==> src/fmd_pkg.sv <==
package fmd_pkg;
  // ==========================================================================
  // Instruction decode
  localparam logic [10:0] CC_MATCH = 11'h005;
  localparam logic [6:0] OPC_PRODUCT = 7'h38;
  localparam logic [6:0] OPC_DIVIDE = 7'h39;
  localparam int CC_SET_BIT = 4;
  localparam int SEL_LSB = 6;
  localparam int FLAG_C = 0;
  localparam int FLAG_V = 1;
  localparam int FLAG_Z = 2;
  localparam int FLAG_N = 3;
  localparam logic [31:0] HALF_RANGE = 32'h0000_8000;
  localparam logic [5:0] DIV_STEPS = 6'h20;

  // ==========================================================================
  // Register map
  localparam logic [7:0] ADDR_CTRL = 8'h00;
  localparam logic [7:0] ADDR_STATUS = 8'h04;
  localparam logic [7:0] ADDR_COUNT = 8'h08;
  localparam logic CTRL_EN_RST = 1'b1;
  localparam logic [1:0] RESP_OKAY = 2'h0;
  localparam logic [1:0] RESP_SLVERR = 2'h2;

  // ==========================================================================
  // Types
  typedef enum logic [3:0] {
    PH_IDLE = 4'h1,
    PH_MUL = 4'h2,
    PH_DIV = 4'h4,
    PH_WBLO = 4'h8
  } fmd_phase_t;

  typedef enum logic [2:0] {
    DV_IDLE = 3'h1,
    DV_RUN = 3'h2,
    DV_FIN = 3'h4
  } fmd_div_phase_t;

  typedef struct packed {
    logic valid;
    logic [15:0] instr;
    logic [15:0] selReg;
    logic [15:0] pairReg;
    logic [15:0] srcOperand;
    logic [15:0] status;
  } fmd_req_t;

  typedef struct packed {
    logic valid;
    logic [2:0] regNum;
    logic [15:0] data;
  } fmd_wb_t;

  typedef struct packed {
    logic valid;
    logic [15:0] word;
  } fmd_stw_t;
endpackage : fmd_pkg

==> src/fmd_div.sv <==
`timescale 1ns/10ps
module fmd_div (
  // Clock and reset
  input wire logic clk_sys,
  input wire logic srst,
  // Operands
  input wire logic start,
  input wire logic [31:0] dividend,
  input wire logic [15:0] divisor,
  // Result
  output logic done,
  output logic [15:0] quot,
  output logic [15:0] rem,
  output logic zeroDiv,
  output logic tooBig
);
  typedef struct packed {
    fmd_pkg::fmd_div_phase_t phase;
    logic [5:0] cnt;
    logic [31:0] mag;
    logic [15:0] part;
    logic [15:0] dvsr;
    logic negQ;
    logic negR;
    logic done;
    logic [15:0] quot;
    logic [15:0] rem;
    logic zeroDiv;
    logic tooBig;
  } fmd_div_st_t;

  fmd_div_st_t st_ff;
  fmd_div_st_t nxt_st;

  function automatic logic [15:0] neg16(input logic [15:0] v);
    return 16'(~v + 16'h1);
  endfunction : neg16

  // ==========================================================================
  // Restoring divide on magnitudes, one quotient bit per clock
  always_comb begin
    logic [16:0] trial;
    trial = '0;
    nxt_st = st_ff;
    nxt_st.done = 1'b0;
    case (st_ff.phase)
      fmd_pkg::DV_IDLE: begin
        if (start) begin
          nxt_st.negQ = dividend[31] ^ divisor[15];
          nxt_st.negR = dividend[31];
          nxt_st.mag = dividend[31] ? 32'(~dividend + 32'h1) : dividend;
          nxt_st.dvsr = divisor[15] ? neg16(divisor) : divisor;
          nxt_st.part = '0;
          nxt_st.cnt = fmd_pkg::DIV_STEPS;
          if (divisor == 16'h0) begin
            // Zero divisor ends at once; quotient and remainder keep old values
            nxt_st.zeroDiv = 1'b1;
            nxt_st.tooBig = 1'b0;
            nxt_st.done = 1'b1;
          end else begin
            nxt_st.zeroDiv = 1'b0;
            nxt_st.phase = fmd_pkg::DV_RUN;
          end
        end
      end
      fmd_pkg::DV_RUN: begin
        trial = {st_ff.part, st_ff.mag[31]};
        nxt_st.mag = {st_ff.mag[30:0], 1'b0};
        if (trial >= {1'b0, st_ff.dvsr}) begin
          nxt_st.part = 16'(trial - {1'b0, st_ff.dvsr});
          nxt_st.mag[0] = 1'b1;
        end else begin
          nxt_st.part = trial[15:0];
        end
        nxt_st.cnt = 6'(st_ff.cnt - 6'h1);
        if (st_ff.cnt == 6'h1) begin
          nxt_st.phase = fmd_pkg::DV_FIN;
        end
      end
      fmd_pkg::DV_FIN: begin
        // Quotient takes the sign of the operands, remainder that of dividend
        nxt_st.quot = st_ff.negQ ? neg16(st_ff.mag[15:0]) : st_ff.mag[15:0];
        nxt_st.rem = st_ff.negR ? neg16(st_ff.part) : st_ff.part;
        nxt_st.tooBig = st_ff.negQ ? (st_ff.mag > fmd_pkg::HALF_RANGE) :
                        (st_ff.mag >= fmd_pkg::HALF_RANGE);
        nxt_st.done = 1'b1;
        nxt_st.phase = fmd_pkg::DV_IDLE;
      end
      default: begin
        nxt_st.phase = fmd_pkg::DV_IDLE;
      end
    endcase
  end

  // State register
  always_ff @(posedge clk_sys) begin
    if (srst) begin
      st_ff <= '0;
      st_ff.phase <= fmd_pkg::DV_IDLE;
    end else begin
      st_ff <= nxt_st;
    end
  end

  assign done = st_ff.done;
  assign quot = st_ff.quot;
  assign rem = st_ff.rem;
  assign zeroDiv = st_ff.zeroDiv;
  assign tooBig = st_ff.tooBig;
endmodule : fmd_div

==> src/fmd_flag_ops_muldiv_unit.sv <==
// Implementation choices: the address map and the AXI4-Lite interface to the registers.
`timescale 1ns/10ps
module fmd_flag_ops_muldiv_unit (
  // Clock and reset
  input wire logic clk_sys,
  input wire logic srst,
  // Instruction request from decode
  input fmd_pkg::fmd_req_t req,
  output logic reqReady,
  // Register writeback and status word update
  output fmd_pkg::fmd_wb_t wb,
  output fmd_pkg::fmd_stw_t statusWord,
  // AXI4-Lite write channels
  input wire logic awvalid,
  output logic awready,
  input wire logic [7:0] awaddr,
  input wire logic wvalid,
  output logic wready,
  input wire logic [31:0] wdata,
  input wire logic [3:0] wstrb,
  output logic bvalid,
  input wire logic bready,
  output logic [1:0] bresp,
  // AXI4-Lite read channels
  input wire logic arvalid,
  output logic arready,
  input wire logic [7:0] araddr,
  output logic rvalid,
  input wire logic rready,
  output logic [31:0] rdata,
  output logic [1:0] rresp
);
  typedef struct packed {
    fmd_pkg::fmd_phase_t phase;
    logic isDiv;
    logic [2:0] sel;
    logic [15:0] status;
    logic [3:0] newFlags;
    logic [15:0] loWord;
    logic [15:0] opA;
    logic [15:0] opB;
    logic [31:0] dividend;
    logic mulStart;
    logic divStart;
    fmd_pkg::fmd_wb_t wb;
    fmd_pkg::fmd_stw_t stw;
    logic awHeld;
    logic [7:0] awAddr;
    logic wHeld;
    logic [31:0] wData;
    logic wLane0;
    logic bValid;
    logic [1:0] bResp;
    logic rValid;
    logic [31:0] rData;
    logic [1:0] rResp;
    logic ctrlEn;
    logic [15:0] count;
  } fmd_core_st_t;

  fmd_core_st_t st_ff;
  fmd_core_st_t nxt_st;
  logic mulDone;
  logic [31:0] product;
  logic divDone;
  logic [15:0] quot;
  logic [15:0] rem;
  logic divZero;
  logic divBig;

  function automatic logic isCcOp(input logic [15:0] i);
    return i[15:5] == fmd_pkg::CC_MATCH;
  endfunction : isCcOp

  function automatic logic [3:0] packFlags(input logic n, input logic z,
                                           input logic v, input logic c);
    logic [3:0] f;
    f = '0;
    f[fmd_pkg::FLAG_N] = n;
    f[fmd_pkg::FLAG_Z] = z;
    f[fmd_pkg::FLAG_V] = v;
    f[fmd_pkg::FLAG_C] = c;
    return f;
  endfunction : packFlags

  // ==========================================================================
  // Arithmetic units
  fmd_mult u_mult (
    .clk_sys(clk_sys),
    .srst(srst),
    .start(st_ff.mulStart),
    .opA(st_ff.opA),
    .opB(st_ff.opB),
    .done(mulDone),
    .product(product)
  );

  fmd_div u_div (
    .clk_sys(clk_sys),
    .srst(srst),
    .start(st_ff.divStart),
    .dividend(st_ff.dividend),
    .divisor(st_ff.opB),
    .done(divDone),
    .quot(quot),
    .rem(rem),
    .zeroDiv(divZero),
    .tooBig(divBig)
  );

  // ==========================================================================
  // Next state: instruction sequencing and register slave
  always_comb begin
    logic [3:0] mask;
    logic [6:0] opc;
    mask = req.instr[3:0];
    opc = req.instr[15:9];
    nxt_st = st_ff;
    nxt_st.wb.valid = 1'b0;
    nxt_st.stw.valid = 1'b0;
    nxt_st.mulStart = 1'b0;
    nxt_st.divStart = 1'b0;
    case (st_ff.phase)
      fmd_pkg::PH_IDLE: begin
        if (req.valid) begin
          nxt_st.sel = req.instr[fmd_pkg::SEL_LSB +: 3];
          nxt_st.status = req.status;
          nxt_st.opB = req.srcOperand;
          if (isCcOp(req.instr)) begin
            // Upper status bits and unmasked flags pass straight through
            nxt_st.stw.valid = 1'b1;
            nxt_st.stw.word[15:4] = req.status[15:4];
            if (req.instr[fmd_pkg::CC_SET_BIT]) begin
              nxt_st.stw.word[3:0] = req.status[3:0] | mask;
            end else begin
              nxt_st.stw.word[3:0] = req.status[3:0] & ~mask;
            end
            nxt_st.count = 16'(st_ff.count + 16'h1);
          end else if (st_ff.ctrlEn && opc == fmd_pkg::OPC_PRODUCT) begin
            nxt_st.opA = req.selReg;
            nxt_st.mulStart = 1'b1;
            nxt_st.isDiv = 1'b0;
            nxt_st.phase = fmd_pkg::PH_MUL;
          end else if (st_ff.ctrlEn && opc == fmd_pkg::OPC_DIVIDE) begin
            // Pair register comes from number OR 1; odd numbers are not checked
            nxt_st.dividend = {req.selReg, req.pairReg};
            nxt_st.divStart = 1'b1;
            nxt_st.isDiv = 1'b1;
            nxt_st.phase = fmd_pkg::PH_DIV;
          end
        end
      end
      fmd_pkg::PH_MUL: begin
        if (mulDone) begin
          nxt_st.wb = '{valid: 1'b1, regNum: st_ff.sel, data: product[31:16]};
          nxt_st.loWord = product[15:0];
          nxt_st.newFlags = packFlags(product[31], product == 32'h0, 1'b0,
                                      product[31:15] != {17{product[31]}});
          nxt_st.phase = fmd_pkg::PH_WBLO;
        end
      end
      fmd_pkg::PH_DIV: begin
        if (divDone) begin
          nxt_st.wb = '{valid: 1'b1, regNum: st_ff.sel, data: quot};
          nxt_st.loWord = rem;
          nxt_st.newFlags = packFlags(quot[15], quot == 16'h0 && !divBig,
                                      divZero | divBig, divZero);
          nxt_st.phase = fmd_pkg::PH_WBLO;
        end
      end
      fmd_pkg::PH_WBLO: begin
        // Odd register on a product: second write lands on the same register
        nxt_st.wb = '{valid: 1'b1, regNum: st_ff.sel | 3'h1, data: st_ff.loWord};
        nxt_st.stw = '{valid: 1'b1, word: {st_ff.status[15:4], st_ff.newFlags}};
        nxt_st.count = 16'(st_ff.count + 16'h1);
        nxt_st.phase = fmd_pkg::PH_IDLE;
      end
      default: begin
        nxt_st.phase = fmd_pkg::PH_IDLE;
      end
    endcase

    // Write address and data may arrive in either order
    if (awvalid && awready) begin
      nxt_st.awHeld = 1'b1;
      nxt_st.awAddr = awaddr;
    end
    if (wvalid && wready) begin
      nxt_st.wHeld = 1'b1;
      nxt_st.wData = wdata;
      nxt_st.wLane0 = wstrb[0];
    end
    if (st_ff.awHeld && st_ff.wHeld) begin
      nxt_st.awHeld = 1'b0;
      nxt_st.wHeld = 1'b0;
      nxt_st.bValid = 1'b1;
      nxt_st.bResp = fmd_pkg::RESP_OKAY;
      if (st_ff.awAddr == fmd_pkg::ADDR_CTRL) begin
        if (st_ff.wLane0) begin
          nxt_st.ctrlEn = st_ff.wData[0];
        end
      end else if (st_ff.awAddr == fmd_pkg::ADDR_STATUS) begin
        nxt_st.bResp = fmd_pkg::RESP_OKAY;
      end else if (st_ff.awAddr == fmd_pkg::ADDR_COUNT) begin
        nxt_st.bResp = fmd_pkg::RESP_OKAY;
      end else begin
        nxt_st.bResp = fmd_pkg::RESP_SLVERR;
      end
    end
    if (st_ff.bValid && bready) begin
      nxt_st.bValid = 1'b0;
    end

    // Read decode; unmapped words answer zero with an error
    if (arvalid && arready) begin
      nxt_st.rValid = 1'b1;
      nxt_st.rResp = fmd_pkg::RESP_OKAY;
      if (araddr == fmd_pkg::ADDR_CTRL) begin
        nxt_st.rData = {31'h0, st_ff.ctrlEn};
      end else if (araddr == fmd_pkg::ADDR_STATUS) begin
        nxt_st.rData = {15'h0, st_ff.phase != fmd_pkg::PH_IDLE, st_ff.stw.word};
      end else if (araddr == fmd_pkg::ADDR_COUNT) begin
        nxt_st.rData = {16'h0, st_ff.count};
      end else begin
        nxt_st.rData = '0;
        nxt_st.rResp = fmd_pkg::RESP_SLVERR;
      end
    end else if (st_ff.rValid && rready) begin
      nxt_st.rValid = 1'b0;
    end
  end

  // State register
  always_ff @(posedge clk_sys) begin
    if (srst) begin
      st_ff <= '0;
      st_ff.phase <= fmd_pkg::PH_IDLE;
      st_ff.ctrlEn <= fmd_pkg::CTRL_EN_RST;
    end else begin
      st_ff <= nxt_st;
    end
  end

  // ==========================================================================
  // Outputs
  assign reqReady = st_ff.phase == fmd_pkg::PH_IDLE;
  assign wb = st_ff.wb;
  assign statusWord = st_ff.stw;
  assign awready = !st_ff.awHeld && !st_ff.bValid;
  assign wready = !st_ff.wHeld && !st_ff.bValid;
  assign bvalid = st_ff.bValid;
  assign bresp = st_ff.bResp;
  assign arready = !st_ff.rValid;
  assign rvalid = st_ff.rValid;
  assign rdata = st_ff.rData;
  assign rresp = st_ff.rResp;

  // ==========================================================================
  // Checks
  logic accCc;
  logic accMul;
  logic mulFin;
  logic divFin;
  logic signed [31:0] mulRef;
  assign accCc = req.valid && reqReady && isCcOp(req.instr);
  assign accMul = req.valid && reqReady && !isCcOp(req.instr) && st_ff.ctrlEn &&
                  req.instr[15:9] == fmd_pkg::OPC_PRODUCT;
  assign mulFin = st_ff.phase == fmd_pkg::PH_WBLO && !st_ff.isDiv;
  assign divFin = st_ff.phase == fmd_pkg::PH_WBLO && st_ff.isDiv;
  assign mulRef = $signed({{16{req.selReg[15]}}, req.selReg}) *
                  $signed({{16{req.srcOperand[15]}}, req.srcOperand});
endmodule : fmd_flag_ops_muldiv_unit

==> src/fmd_mult.sv <==
`timescale 1ns/10ps
module fmd_mult (
  // Clock and reset
  input wire logic clk_sys,
  input wire logic srst,
  // Operands
  input wire logic start,
  input wire logic [15:0] opA,
  input wire logic [15:0] opB,
  // Result
  output logic done,
  output logic [31:0] product
);
  typedef struct packed {
    logic done;
    logic [31:0] prod;
  } fmd_mult_st_t;

  fmd_mult_st_t st_ff;
  fmd_mult_st_t nxt_st;
  logic signed [31:0] extA;
  logic signed [31:0] extB;

  // Sign extension makes the low 32 bits of the product exact
  always_comb begin
    extA = {{16{opA[15]}}, opA};
    extB = {{16{opB[15]}}, opB};
    nxt_st = st_ff;
    nxt_st.done = start;
    if (start) begin
      nxt_st.prod = extA * extB;
    end
  end

  // State register
  always_ff @(posedge clk_sys) begin
    if (srst) begin
      st_ff <= '0;
    end else begin
      st_ff <= nxt_st;
    end
  end

  assign done = st_ff.done;
  assign product = st_ff.prod;
endmodule : fmd_mult

==> config.mk <==
export PLATFORM = sky130hd
export DESIGN_NAME = fmd_flag_ops_muldiv_unit
export DESIGN_NICKNAME = d
export VERILOG_FILES = /design/src/fmd_pkg.sv /design/src/fmd_div.sv /design/src/fmd_flag_ops_muldiv_unit.sv /design/src/fmd_mult.sv
export SDC_FILE = /design/constraint.sdc
export NUM_CORES = 2
export LEC_CHECK = 0
export BUFFER_PORTS_ARGS = -buffer_cell sky130_fd_sc_hd__buf_2
export CORE_AREA = 2 2 299 301
export DETAILED_ROUTE_END_ITERATION = 10
export DIE_AREA = 0 0 301 303
export REMOVE_ABC_BUFFERS = 1
export SYNTH_ARGS = -nofsm -noshare
export SYNTH_HDL_FRONTEND = slang
export SYNTH_HIERARCHICAL = 1
export SYNTH_SLANG_ARGS = --single-unit
==> constraint.sdc <==
create_clock -name clk_sys -period 8.2 [get_ports clk_sys]
set_clock_uncertainty 0.1 [all_clocks]
set_input_delay 1.64 -clock clk_sys [delete_from_list [all_inputs] [get_ports clk_sys]]
set_output_delay 1.64 -clock clk_sys [all_outputs]
set_load 0.1 [all_outputs]
==> results.toml <==
[cts]
post_cts_resize_count = 0
cts.repair_timing.setup_buffer_count = 0
h-tree-depth = 2
cts_sinks = 335
cts.reportedPaths.clkPinSlew_ns = 0.06
tritoncts = "built"
root_buffer = "clkbuf_16"
cts_hold_buf = 0
cts.path.max_buffers = 3
clock_insertion_delay_worst_skew_ns = 0.55
cts_buffers = 37

[placed_design]
placed_cells = 4127
preCtsSetupSlack_ns = 1.39
dp.final_hpwl_um = 51300
portBuffers = 167
gp_congestion = 0.862

[drt]
post_drt_via_cell_ratio = 4.84
detail_route.wirelength_um = 67400
total_via_count_after_detailed_routing = 20300
detailedRoute.firstIterationViolations = 1234
final_antenna_net_count = 0
wirelength_per_cell_um = 16.1
drt_pre_antenna_iters = 8
drc_errors = 0

[timing]
postLayoutSetupSlackWorst_ns = 1.39
timing.final.max_slew_violations = 0
grt_setup_unrepaired = "false"
hold_violations = 0
share_of_the_clock_period_used_by_the_worst_path_after_layout = 0.830
timing.final.crit_period_ns = 6.81
slew_headroom = 0.204
max_clk_rate_mhz = 147
tns_ns = 0
finalSetupViolCount = 0
tightestPinTransition_ns = 1.19

[final_layout]
post_layout_nonfiller_instances = 4195
final_cell_mix = "nand2_1, dfxtp_1, inv_1"
area_delta_synth_final_pct = 9.18
fin_nets = 3510
drive_above_1_share = 0.103
layout_commonest_cell = "nand2_1"

[die]
die_h_um = 303
floorplan.initialDensity = 0.299
die_area_mm2 = 0.0912
ioPinCount = 219
die_outline_width_um = 301
core_area_mm2 = 0.0880
core.rowCount = 109

[synthesis]
post_synth_num_cell_types = 83
synth_async_sr_flop_share = 0
postSynthRegisterBits = 335
synth_top_flop_cell = "dfxtp_1"
average_cell_area_after_synthesis_um2 = 8.69
postSynthCellCount = 3022
synth_enable_flop_cells = 0
synth_warnings = 6
synth_seq_area_share = 0.255
mappedNetlistArea_mm2 = 0.0263

[setup_path]
worst-endpoint-required_ns = 8.59
setup.worst_path.end_class = "register"
crit_path_cell_trace = "nand2_1 -> fa_1 -> inv_1 -> fa_1 -> inv_1 -> fa_1 -> inv_1 -> fa_1 -> fa_1 -> inv_1 -> fa_1 -> inv_1 -> ha_1 -> and3_1 -> o2111ai_1 -> o21ai_1 -> a2111oi_2 -> o31ai_2 -> a21oi_1 -> or4_1 -> nand3_1"
worst-setup-path-type = "reg -> reg"
critical-path-slowest-cell = "dfxtp_1"
worst_r2r_path_depth = 21
critical-path-top-cell-by-count = "fa_1"
worst_setup_path_startpoint = "st_ff[176]"
slowest_delay_ns = 0.96
critical_path_data_arrival_time_ns = 7.20
start_kind = "register"
worst_r2r_startpoint = "st_ff[176]"
ff2ff_setup_slack_ns = 1.39
cp_max_fanout = 21
setup.worst_path.end = "u_mult/product[31]"
reg2reg_to = "u_mult/product[31]"

[run]
drv.max_cap_violation_count = 0

[global_route]
grt_first_pass_wirelength_um = 109000
globalRoute.totalOverflow = 0
grt_util_all_layers = 0.149
grt_antenna_before_repair = 5
grt_max_degree = 133
grt_pass1_vias = 19800

[run_status]
status = "finished clean"

[power_and_ir_drop]
pwr_density_cell_mw_per_mm2 = 127
static-leakage-power_nw = 12.2
vdd.ir_drop.worst_v = 0.0000969

[min_path]
worstHoldPathType = "reg -> reg"
[cell families (layout without fill, tap and decap cells)]
kind of cell / count (synthesis) / count (layout) / synth area share
other cells: 1 / 20 / 0.000143
compound gates: 548 / 548 / 0.139
fa+ha+maj: 369 / 369 / 0.251
flops: 335 / 335 / 0.255
buf+inv: 603 / 592 / 0.104
xor+xnor: 121 / 121 / 0.0404
mux: 90 / 90 / 0.0353
simple gates: 955 / 955 / 0.175
[synth_stat cells, drive strengths merged, types with 21 or more instances]
master,n,share of area
a211oi,76,0.023
a21oi,180,0.034
a22oi,60,0.017
and2,132,0.031
buf,141,0.038
clkbuf,131,0.019
dfxtp,335,0.26
fa,263,0.20
ha,106,0.051
inv,330,0.047
mux2,21,0.0090
mux2i,69,0.026
nand2,403,0.058
nand2b,27,0.0064
nand3,43,0.0082
nor2,187,0.027
nor2b,21,0.0050
nor3,25,0.0048
nor4,22,0.0052
o21ai,75,0.014
o31ai,27,0.0088
xnor2,61,0.020
xor2,60,0.020
[per-stage QoR]
stage          cell area (um^2)  power, mW  hold WS, ns  utilization
2_1_floorplan             24800       1.86        0.323            -
3_3_place_gp              27400       1.97        0.338        0.312
3_5_place_dp              27400       1.97        0.337        0.312
4_1_cts                   28700       3.68        0.352        0.326
5_1_grt                   28700       3.79        0.362        0.326
6_report                  28700       3.64        0.347        0.326
[cell type report]
class	count	area (um^2)
diodes	3	7.51
clock buffers	49	1050
clock inverters	16	174
fillers	9202	59300
inverters	331	1240
multi-input cells	2100	17000
flip-flops and latches	335	6710
well taps	1165	1460
repair buffers	196	1080
[layer usage]
layer,wire length [um],global-route usage,vias up
met5,51,0,-
met4,1280,0.0309,8
met1,32100,0.208,9957
met2,30700,0.239,399
li1,-,-,9861
met3,3310,0.0279,90
[state kept, by name (all words and copies together) (netlist names), 16 cells and up]
register and cells:
u_mult/product 32, wb 20, u_div/quot 16, u_div/st_ff 75, st_ff 134, statusWord 17
rdata 17, u_div/rem 16
[how the worst min path moves through the flow]
stage | start | end | slack (ns) | cells past startpoint
finish | rdata[11] | rdata[11] | 0.35 | 2
global route | st_ff[94] | st_ff[94] | 0.36 | 2
CTS | rdata[11] | rdata[11] | 0.35 | 2
detailed placement | rdata[11] | rdata[11] | 0.34 | 2
global placement | rdata[15] | rdata[15] | 0.34 | 2
floorplan | u_div/st_ff[106] | u_div/st_ff[106] | 0.32 | 1
[worst max-delay path: cells and delay by family (launching register included)]
kind | cells | cell delay [ns]
adders and majority gates | 7 | 3.43
buffers and inverters | 5 | 0.24
DFF | 1 | 0.96
and+or+nand+nor | 4 | 0.93
AOI/OAI and AO/OA | 5 | 1.09
[power by group]
group	internal, mW	switching [mW]	total [mW]
clock	1.00	0.701	1.70
combinational	0.0780	0.187	0.265
sequential	1.64	0.0310	1.67
total	2.72	0.919	3.64
No activity file was read; power rests on OpenSTA's default activity.
